===== config.mk =====
export PLATFORM = sky130hd
export DESIGN_NAME = ispp_port
export DESIGN_NICKNAME = d
export VERILOG_FILES = /design/src/core/ispp_pkg.sv /design/src/core/ispp_port.sv
export SDC_FILE = /design/constraint.sdc
export NUM_CORES = 2
export LEC_CHECK = 0
export ABC_AREA = 1
export BUFFER_PORTS_ARGS = -buffer_cell sky130_fd_sc_hd__buf_2
export CORE_AREA = 2 2 337 272
export DETAILED_ROUTE_END_ITERATION = 10
export DIE_AREA = 0 0 339 274
export PLACE_DENSITY = 0.8
export SLEW_MARGIN = 20
export SYNTH_ARGS = -nofsm -noshare
export SYNTH_HDL_FRONTEND = slang
export SYNTH_SLANG_ARGS = --single-unit

===== constraint.sdc =====
create_clock -name clk -period 14.8 [get_ports clk]
set_clock_uncertainty 0.2 [all_clocks]
set_input_delay 1.48 -clock clk [delete_from_list [all_inputs] [get_ports clk]]
set_output_delay 1.48 -clock clk [all_outputs]
set_load 0.05 [all_outputs]

===== src/core/ispp_pkg.sv =====
// Package for the initiator packet stream port: beat carrier, formats,
// register map and field positions.
// Assumes a single 40 MHz clock domain shared by all users of the package.
package ispp_pkg;

	localparam int DATA_W = 64;
	localparam int KEEP_W = 8;
	localparam int USER_W = 32;
	localparam int APB_ADDR_W = 8;

	typedef struct packed {
		logic [DATA_W-1:0] data;
		logic [KEEP_W-1:0] keep;
		logic last;
		logic [USER_W-1:0] user;
	} ispp_beat_t;

	typedef enum logic {
		header_field_format,
		raw_packet_stream_format
	} ispp_format_t;

	// Beat field values
	localparam logic [KEEP_W-1:0] KEEP_ALL = 8'hFF;
	localparam logic [USER_W-1:0] RAW_USER_MASK = 32'h0000_0002;
	localparam logic [USER_W-1:0] ID8_PAD_MASK = 32'hFF00_FF00;
	localparam int CRF_BIT = 1;

	// Register offsets (byte addresses)
	localparam logic [APB_ADDR_W-1:0] CTRL_OFS = 8'h00;
	localparam logic [APB_ADDR_W-1:0] STATUS_OFS = 8'h04;
	localparam logic [APB_ADDR_W-1:0] REQ_COUNT_OFS = 8'h08;
	localparam logic [APB_ADDR_W-1:0] RESP_COUNT_OFS = 8'h0C;

	// Control fields
	localparam int CTRL_FORMAT_BIT = 0;
	localparam int CTRL_CRF_EN_BIT = 1;
	localparam int CTRL_ID8_BIT = 2;
	localparam logic [2:0] CTRL_RESET = 3'h0;

	// Status fields: sticky errors in the low nibble, levels above
	localparam int ERR_W = 4;
	localparam int ERR_REQ_KEEP_BIT = 0;
	localparam int ERR_REQ_CRF_BIT = 1;
	localparam int ERR_REQ_ID8_BIT = 2;
	localparam int ERR_RESP_KEEP_BIT = 3;
	localparam logic [ERR_W-1:0] ERR_RESET = 4'h0;
	localparam int ST_REQ_PKT_BIT = 8;
	localparam int ST_RESP_PKT_BIT = 9;
	localparam int ST_LINK_BUSY_BIT = 10;
	localparam logic [31:0] COUNT_RESET = 32'h0000_0000;

endpackage : ispp_pkg


===== src/core/ispp_port.sv =====
// Initiator packet stream port: request stream in from user logic, through
// an 8-word FIFO to the endpoint; responses from the endpoint out to user.
// Assumes one clock, synchronous active-low reset, an APB master for setup,
// and an endpoint core that speaks valid/ready beats of ispp_beat_t.
//
// Functional notes
// RULE1 - Header format: requester keeps request byte mask at 8'hFF always.
// RULE2 - Raw format: request mask all ones except on packet's last beat.
// RULE3 - Mask bit 7 qualifies data[63:56], bit 0 qualifies data[7:0].
// RULE4 - Requests arrive as 64-bit beats carrying header then payload.
// RULE5 - Requester raises last on exactly the final beat of a packet.
// RULE6 - Header format: first-beat sideband source 31:16, destination 15:0.
// RULE7 - With 8-bit IDs the upper byte of each ID field is zero.
// RULE8 - Raw format: critical flow bit zero when critical flow disabled.
// RULE9 - Sideband means something only on a packet's first beat.
// RULE10 - A beat moves only when valid and ready are both high.
// RULE11 - Responses leave on a 64-bit bus carrying header and payload.
// RULE12 - Header format: response byte mask is 8'hFF on every beat.
// RULE13 - Raw format: response mask all ones except possibly the last beat.
// RULE14 - Response marks last beat; header format puts IDs on first beat.
// RULE15 - Raw format: request sideband is 8 bits, bit 1 asks critical flow.
// RULE16 - Raw format: response sideband bit 1 echoes critical flow flag.
// RULE17 - Valid held high keeps data, mask, last, sideband stable.
`timescale 1ns/1ps

module ispp_fifo #(
	parameter int WIDTH = 8,
	parameter int DEPTH = 8
) (
	// Clock and reset
	input wire logic clk,
	input wire logic reset_n,
	// Fill side
	input wire logic in_valid,
	output logic in_ready,
	input wire logic [WIDTH-1:0] in_data,
	// Drain side
	output logic out_valid,
	input wire logic out_ready,
	output logic [WIDTH-1:0] out_data
);
	localparam int AW = $clog2(DEPTH);

	if (DEPTH < 2 || (DEPTH & (DEPTH - 1)) != 0) begin : g_bad_depth
		$error("ispp_fifo depth must be a power of two, at least 2");
	end

	logic [WIDTH-1:0] mem [DEPTH];
	logic [AW-1:0] wr_ptr;
	logic [AW-1:0] rd_ptr;
	logic [AW:0] count;
	logic [AW:0] next_count;
	logic push;
	logic pop;

	assign push = in_valid && in_ready; // [RULE10]
	assign pop = out_valid && out_ready;
	assign out_valid = (count != '0);
	assign out_data = mem[rd_ptr];

	always_comb begin
		next_count = count;
		if (push && !pop) begin
			next_count = count + 1'b1;
		end else if (pop && !push) begin
			next_count = count - 1'b1;
		end
	end

	// Ready is registered so the filling side never sees a combinational path
	always_ff @(posedge clk) begin
		if (!reset_n) begin
			count <= '0;
			in_ready <= 1'b1;
		end else begin
			count <= next_count;
			in_ready <= (next_count != (AW + 1)'(DEPTH));
		end
	end

	always_ff @(posedge clk) begin
		if (!reset_n) begin
			wr_ptr <= '0;
			rd_ptr <= '0;
		end else begin
			if (push) begin
				wr_ptr <= wr_ptr + 1'b1;
			end
			if (pop) begin
				rd_ptr <= rd_ptr + 1'b1;
			end
		end
	end

	always_ff @(posedge clk) begin
		if (push) begin
			mem[wr_ptr] <= in_data;
		end
	end

endmodule : ispp_fifo

module ispp_port #(
	parameter int REQ_DEPTH = 8,
	parameter int RESP_DEPTH = 2
) (
	// Clock and reset
	input wire logic clk,
	input wire logic reset_n,
	// APB register bus
	input wire logic psel,
	input wire logic penable,
	input wire logic pwrite,
	input wire logic [ispp_pkg::APB_ADDR_W-1:0] paddr,
	input wire logic [31:0] pwdata,
	output logic [31:0] prdata,
	output logic pready,
	output logic pslverr,
	// Request stream from user logic
	input wire logic s_axis_ireq_tvalid,
	output logic s_axis_ireq_tready,
	input wire logic [63:0] s_axis_ireq_tdata,
	input wire logic [7:0] s_axis_ireq_tkeep,
	input wire logic s_axis_ireq_tlast,
	input wire logic [31:0] s_axis_ireq_tuser,
	// Response stream to user logic
	output logic m_axis_iresp_tvalid,
	input wire logic m_axis_iresp_tready,
	output logic [63:0] m_axis_iresp_tdata,
	output logic [7:0] m_axis_iresp_tkeep,
	output logic m_axis_iresp_tlast,
	output logic [31:0] m_axis_iresp_tuser,
	// Endpoint core side
	output logic link_req_valid,
	input wire logic link_req_ready,
	output ispp_pkg::ispp_beat_t link_req_beat,
	input wire logic link_resp_valid,
	output logic link_resp_ready,
	input wire ispp_pkg::ispp_beat_t link_resp_beat
);
	import ispp_pkg::*;

	if (REQ_DEPTH != 8 && REQ_DEPTH < 2) begin : g_bad_req
		$error("ispp_port request depth too small");
	end

	localparam int BW = $bits(ispp_beat_t);

	logic [2:0] ctrl;
	ispp_format_t fmt;
	logic crf_en;
	logic id8;
	logic [ERR_W-1:0] err;
	logic [ERR_W-1:0] err_set;
	logic [31:0] req_count;
	logic [31:0] resp_count;
	logic req_first;
	logic resp_first;
	logic req_take;
	ispp_beat_t req_in;
	logic rq_valid;
	logic rq_ready;
	logic [BW-1:0] rq_data;
	logic rs_valid;
	logic rs_ready;
	logic [BW-1:0] rs_data;
	ispp_beat_t rs_beat;
	ispp_beat_t resp_fmt;
	logic resp_load;
	logic apb_setup;
	logic apb_write;
	logic [31:0] rd_value;
	logic hit;

	assign fmt = ispp_format_t'(ctrl[CTRL_FORMAT_BIT]);
	assign crf_en = ctrl[CTRL_CRF_EN_BIT];
	assign id8 = ctrl[CTRL_ID8_BIT];

	// Request side
	assign req_take = s_axis_ireq_tvalid && s_axis_ireq_tready; // [RULE10]

	always_ff @(posedge clk) begin
		if (!reset_n) begin
			req_first <= 1'b1;
		end else if (req_take) begin
			req_first <= s_axis_ireq_tlast; // [RULE5]
		end
	end

	// Byte lanes pass untouched so mask bit n keeps qualifying byte n
	always_comb begin
		req_in.data = s_axis_ireq_tdata; // [RULE3] [RULE4]
		req_in.keep = s_axis_ireq_tkeep;
		req_in.last = s_axis_ireq_tlast;
		req_in.user = '0; // [RULE9]
		if (req_first) begin
			if (fmt == header_field_format) begin
				req_in.user = s_axis_ireq_tuser; // [RULE6]
			end else begin
				req_in.user = s_axis_ireq_tuser & RAW_USER_MASK; // [RULE15]
				if (!crf_en) begin
					req_in.user[CRF_BIT] = 1'b0; // [RULE8]
				end
			end
		end
	end

	// Violations by the requester are recorded; only the critical flow bit is also cleared
	always_comb begin
		err_set = '0;
		if (req_take) begin
			if (s_axis_ireq_tkeep != KEEP_ALL &&
				(fmt == header_field_format || !s_axis_ireq_tlast)) begin
				err_set[ERR_REQ_KEEP_BIT] = 1'b1; // [RULE1] [RULE2]
			end
			if (req_first && fmt == raw_packet_stream_format && !crf_en &&
				s_axis_ireq_tuser[CRF_BIT]) begin
				err_set[ERR_REQ_CRF_BIT] = 1'b1; // [RULE8]
			end
			if (req_first && fmt == header_field_format && id8 &&
				(s_axis_ireq_tuser & ID8_PAD_MASK) != '0) begin
				err_set[ERR_REQ_ID8_BIT] = 1'b1; // [RULE7]
			end
		end
		if (resp_load && fmt == raw_packet_stream_format &&
			!rs_beat.last && rs_beat.keep != KEEP_ALL) begin
			err_set[ERR_RESP_KEEP_BIT] = 1'b1;
		end
	end

	ispp_fifo #(.WIDTH(BW), .DEPTH(REQ_DEPTH)) u_req_fifo (
		.clk(clk),
		.reset_n(reset_n),
		.in_valid(s_axis_ireq_tvalid),
		.in_ready(s_axis_ireq_tready),
		.in_data(req_in),
		.out_valid(rq_valid),
		.out_ready(rq_ready),
		.out_data(rq_data)
	);

	assign rq_ready = !link_req_valid || link_req_ready;

	// Beat is held until the endpoint takes it
	always_ff @(posedge clk) begin
		if (!reset_n) begin
			link_req_valid <= 1'b0;
			link_req_beat <= '0;
		end else if (rq_ready) begin
			link_req_valid <= rq_valid; // [RULE17]
			if (rq_valid) begin
				link_req_beat <= ispp_beat_t'(rq_data);
			end
		end
	end

	// Response side
	ispp_fifo #(.WIDTH(BW), .DEPTH(RESP_DEPTH)) u_resp_fifo (
		.clk(clk),
		.reset_n(reset_n),
		.in_valid(link_resp_valid),
		.in_ready(link_resp_ready),
		.in_data(link_resp_beat),
		.out_valid(rs_valid),
		.out_ready(rs_ready),
		.out_data(rs_data)
	);

	assign rs_beat = ispp_beat_t'(rs_data);
	assign rs_ready = !m_axis_iresp_tvalid || m_axis_iresp_tready; // [RULE10]
	assign resp_load = rs_valid && rs_ready;

	always_comb begin
		resp_fmt = rs_beat; // [RULE11]
		if (fmt == header_field_format || !rs_beat.last) begin
			resp_fmt.keep = KEEP_ALL; // [RULE12] [RULE13]
		end
		if (!resp_first) begin
			resp_fmt.user = '0; // [RULE9]
		end else if (fmt == raw_packet_stream_format) begin
			resp_fmt.user = rs_beat.user & RAW_USER_MASK; // [RULE16]
		end
	end

	always_ff @(posedge clk) begin
		if (!reset_n) begin
			resp_first <= 1'b1;
		end else if (resp_load) begin
			resp_first <= rs_beat.last; // [RULE14]
		end
	end

	always_ff @(posedge clk) begin
		if (!reset_n) begin
			m_axis_iresp_tvalid <= 1'b0;
			m_axis_iresp_tdata <= '0;
			m_axis_iresp_tkeep <= '0;
			m_axis_iresp_tlast <= 1'b0;
			m_axis_iresp_tuser <= '0;
		end else if (rs_ready) begin
			m_axis_iresp_tvalid <= rs_valid; // [RULE17]
			if (rs_valid) begin
				m_axis_iresp_tdata <= resp_fmt.data;
				m_axis_iresp_tkeep <= resp_fmt.keep;
				m_axis_iresp_tlast <= resp_fmt.last; // [RULE14]
				m_axis_iresp_tuser <= resp_fmt.user; // [RULE14]
			end
		end
	end

	always_ff @(posedge clk) begin
		if (!reset_n) begin
			req_count <= COUNT_RESET;
			resp_count <= COUNT_RESET;
		end else begin
			if (req_take && s_axis_ireq_tlast) begin
				req_count <= req_count + 1'b1;
			end
			if (m_axis_iresp_tvalid && m_axis_iresp_tready &&
				m_axis_iresp_tlast) begin
				resp_count <= resp_count + 1'b1;
			end
		end
	end

	// APB slave: answers in the first access cycle
	assign apb_setup = psel && !penable && !pready;
	assign apb_write = psel && penable && pready && pwrite;

	always_comb begin
		rd_value = '0;
		hit = 1'b1;
		if (paddr == CTRL_OFS) begin
			rd_value[2:0] = ctrl;
		end else if (paddr == STATUS_OFS) begin
			rd_value[ERR_W-1:0] = err;
			rd_value[ST_REQ_PKT_BIT] = !req_first;
			rd_value[ST_RESP_PKT_BIT] = !resp_first;
			rd_value[ST_LINK_BUSY_BIT] = rq_valid || link_req_valid;
		end else if (paddr == REQ_COUNT_OFS) begin
			rd_value = req_count;
		end else if (paddr == RESP_COUNT_OFS) begin
			rd_value = resp_count;
		end else begin
			hit = 1'b0;
		end
	end

	always_ff @(posedge clk) begin
		if (!reset_n) begin
			pready <= 1'b0;
			pslverr <= 1'b0;
			prdata <= '0;
		end else begin
			pready <= apb_setup;
			pslverr <= apb_setup && !hit;
			if (apb_setup) begin
				prdata <= pwrite ? 32'h0000_0000 : rd_value;
			end
		end
	end

	// Changing format mid-packet splits the packet's treatment; software
	// should only write control while both streams are idle.
	always_ff @(posedge clk) begin
		if (!reset_n) begin
			ctrl <= CTRL_RESET;
		end else if (apb_write && paddr == CTRL_OFS) begin
			ctrl <= pwdata[2:0];
		end
	end

	// Write one to clear; a new event in the same cycle wins
	always_ff @(posedge clk) begin
		if (!reset_n) begin
			err <= ERR_RESET;
		end else if (apb_write && paddr == STATUS_OFS) begin
			err <= (err & ~pwdata[ERR_W-1:0]) | err_set;
		end else begin
			err <= err | err_set;
		end
	end

endmodule : ispp_port


==> impl_results.md <==
* Status: finished, final reports clean
* Initial antenna violation count at 29
* # rows at 99
* Final period utilization at between 30% and 40%
* CTS root buffer: clkbuf_16
* Fmax at 223.9 MHz
* HPWL Detailed at ~71,000 um
* PostCTS Resize Cnt at 0
* Largest net degree at the start of global routing at around 230
* CTS tree: built
* Chip height at roughly 270 um
* Cell area after layout at about 60,000 sq um
* Worst setup path class: reg2reg
* Setup bufs post-CTS at 0
* Die Footprint at 92,890 sq um
* Number of max-cap violations at 0
* Maximum single-stage delay on the critical path at just over 0.9 ns
* Non-filler cells, final at about 6,400
* Data required, critical path at roughly 15 ns
* Syn Nets at around 4,900
* Fraction of registers with async set/reset at 0%
* Commonest non-fill, non-tap cell in the layout: edfxtp_1
* I/O Pins at a little over 500
* Crit path DAT at approximately 4.9 ns
* Crit-path most repeated cell: buf_4
* Critical path buffer and inverter count at 3
* Dpl cells at approximately 6,000
* Final WL at approximately 130,000 um
* EDFF count, synth at ~1,100
* Hold Slack at ~0.25 ns
* Leakage at 21.49 nW
* Synth Warn # at 0
* TritonCTS Buffers at between 100 and 150
* H-tree depth at 4
* Final setup vio count at 0
* DRC Markers at 0
* CORE AREA at roughly 90,000 sq um
* Crit Path Max Fanout at 103
* Die boundary width at 339 um
* WL/cell at 20.39 um
* Vias at between 30,000 and 40,000
* Critical path launch point type: register
* Total Power at about 0.012 W
* Commonest cells after routing, fill and taps aside: 1,050 x edfxtp_1, 841 x nor2_1, 654 x o21ai_0
* GRT Total Usage at a little over a quarter
* Drt via density at around 5.8
* Pre-antenna DRT Iters at 6
* Num Clock Sinks at around 1,400
* Top_reg_cell synth: edfxtp_1
* Antenna-violating nets left at 0
* Critical path, cell by cell: buf_4 > buf_4 > buf_4 > o21ai_0 > o21ai_0 > o21ai_1 > a21oi_1
* Synth Register Bits at ~1,400
* First-pass GRT wire length at 195,900 um
* Clk slew on worst S/H paths at about 0.06 ns
* # nets final at ~5,300
* Vias in the first global route at approximately 35,000
* Total negative slack at 0 ns
* Fraction of the yosys area taken by sequential cells at 71.72%
* Synth-to-Final Area Change at 13.87%
* Worst slew pin tran at about 1.1 ns
* Synthesized area per cell at 11.47 sq um
* Max Transition Viols Final at 0
* Family with the most delay on the worst path: buffers and inverters
* Tmin final at around 4.5 ns
* Starting DRC count in detailed routing at 3,913
* Hold Fails Final Rpt at 0
* Count of cell types in the netlist at between 40 and 50
* CTS Hold Bufs at 0
* Worst hold path class: reg2reg
* Peak supply drop at roughly 0.16 mV
* Syn Std Cell Area at ~53,000 sq um
* Post-Synthesis Cells at around 4,700
* Placed cell area at around 56,000 sq um
* Pwr dens at a little over 200 nW/um^2
* Unrepaired setup endpoints after global routing: no
* Grt total ovfl at 0
* Filler cells at around 6,400
* Max_slew headroom at between 20% and 30%
* GP Congestion at 0.9030
* CTS Buffer Depth at 3
* Buffers on Ports at around 480
* Share of cells above drive strength 1 at roughly 15%
* Worst-skew pair later-pin latency at around 0.72 ns
* Critical Path End Type: register
* Initial Util at 59.23%
* Slowest stage cell, crit path: buf_4
==> stage by stage <==
| step | worst slack, ns | utilization, % |
|---|---|---|
| 6_report | 10.33 | 67.45 |
| 5_1_grt | 9.985 | 67.42 |
| 4_1_cts | 10.33 | 67.32 |
| 3_5_place_dp | 10.04 | 62.53 |
| 3_3_place_gp | 10.08 | 62.53 |
| 2_1_floorplan | 7.715 | - |
==> routing by layer <==
layer | global-route usage, % | vias up | part of all wire (%)
met2 | 43.68 | 1590 | 48
met4 | 10.51 | 20 | 3.1
met1 | 35.88 | 17850 | 40
met5 | 0 | - | 0.10
li1 | - | 17250 | -
met3 | 6.503 | 264 | 9.0
==> kinds of logic after synthesis <==
family,count (synthesis),synth area share (%)
xor gates and xnor gates,13,0.2135
and+or+nand+nor,1556,11.49
DFF,1386,71.72
AOI/OAI and AO/OA,1278,12.87
adders and majority gates,8,0.1877
buffers and inverters,409,3.493
muxes,1,0.02111
==> where the power goes <==
group | switching (W) | internal, W | total, W
Sequential | 0.000274 | 0.00478 | 0.00505
Clock | 0.00143 | 0.00193 | 0.00336
Combinational | 0.00303 | 0.000951 | 0.00398
Total | 0.00474 | 0.00766 | 0.0124
==> cell type report <==
| cell class | instances | area (sq um) | share of cell area (%) |
|---|---|---|---|
| Antenna cell | 25 | 62.56 | 0.1030 |
| Clock buffer | 186 | 3755 | 6.182 |
| Clock inverter | 56 | 563.0 | 0.9269 |
| Inverter | 123 | 489.2 | 0.8054 |
| Multi-Input combinational cell | 2856 | 13310 | 21.90 |
| Sequential cell | 1386 | 38270 | 63.01 |
| Tap cell | 1212 | 1516 | 2.497 |
| Timing Repair Buffer | 520 | 2779 | 4.575 |
==> flip-flops by register name, indices dropped and copies added, names as in the netlist, 2 cells and up, named ones only <==
signal              count
link_req_beat         105
u_req_fifo.count        4
u_req_fifo.mem        840
resp_count             32
ctrl                    3
m_axis_iresp_tdata     64
m_axis_iresp_tkeep      8
u_req_fifo.rd_ptr       3
u_resp_fifo.mem       210
m_axis_iresp_tuser     32
u_resp_fifo.count       2
prdata                 32
u_req_fifo.wr_ptr       3
err                     4
req_count              32
==> cells in the mapped netlist (11+ instances only) <==
library cell	instances	area, sq um
buf_1	24	90.09
buf_2	93	465.5
a21oi_1	203	1016
nand3_1	71	355.3
o211ai_1	112	840.8
inv_1	115	431.7
o21ai_1	192	960.9
nand4_1	14	87.58
nor2_1	851	3194
clkbuf_1	139	521.8
nand2_1	559	2098
dfxtp_1	336	6726
xor2_1	11	96.34
o21ai_0	654	3273
edfxtp_1	1050	31530
nor3_1	29	145.1
buf_6	21	236.5
a22oi_1	31	232.7
a31oi_1	70	437.9
o22ai_1	12	75.07
==> worst register-to-register path, stage by stage (launching register included) <==
cell     delay (ns)
dfxtp_4        0.87
buf_4          0.75
buf_4          0.86
buf_4          0.92
o21ai_0        0.28
o21ai_0        0.28
o21ai_1        0.10
a21oi_1        0.16
==> worst paths after layout <==
check / end / cells past startpoint / from / slack [ns]
min: register / 1 / u_resp_fifo.rd_ptr$_SDFFE_PN0P_ / 0.25
max: link_req_beat[90]$_SDFFE_PN0P_ / 7 / u_req_fifo.rd_ptr[1]$_SDFFE_PN0P_ / 10.33
max reg2reg: link_req_beat[90]$_SDFFE_PN0P_ / 7 / u_req_fifo.rd_ptr[1]$_SDFFE_PN0P_ / 10.33
min reg2reg: register / 1 / u_resp_fifo.rd_ptr$_SDFFE_PN0P_ / 0.25
Power figures use the tool's default switching activity.
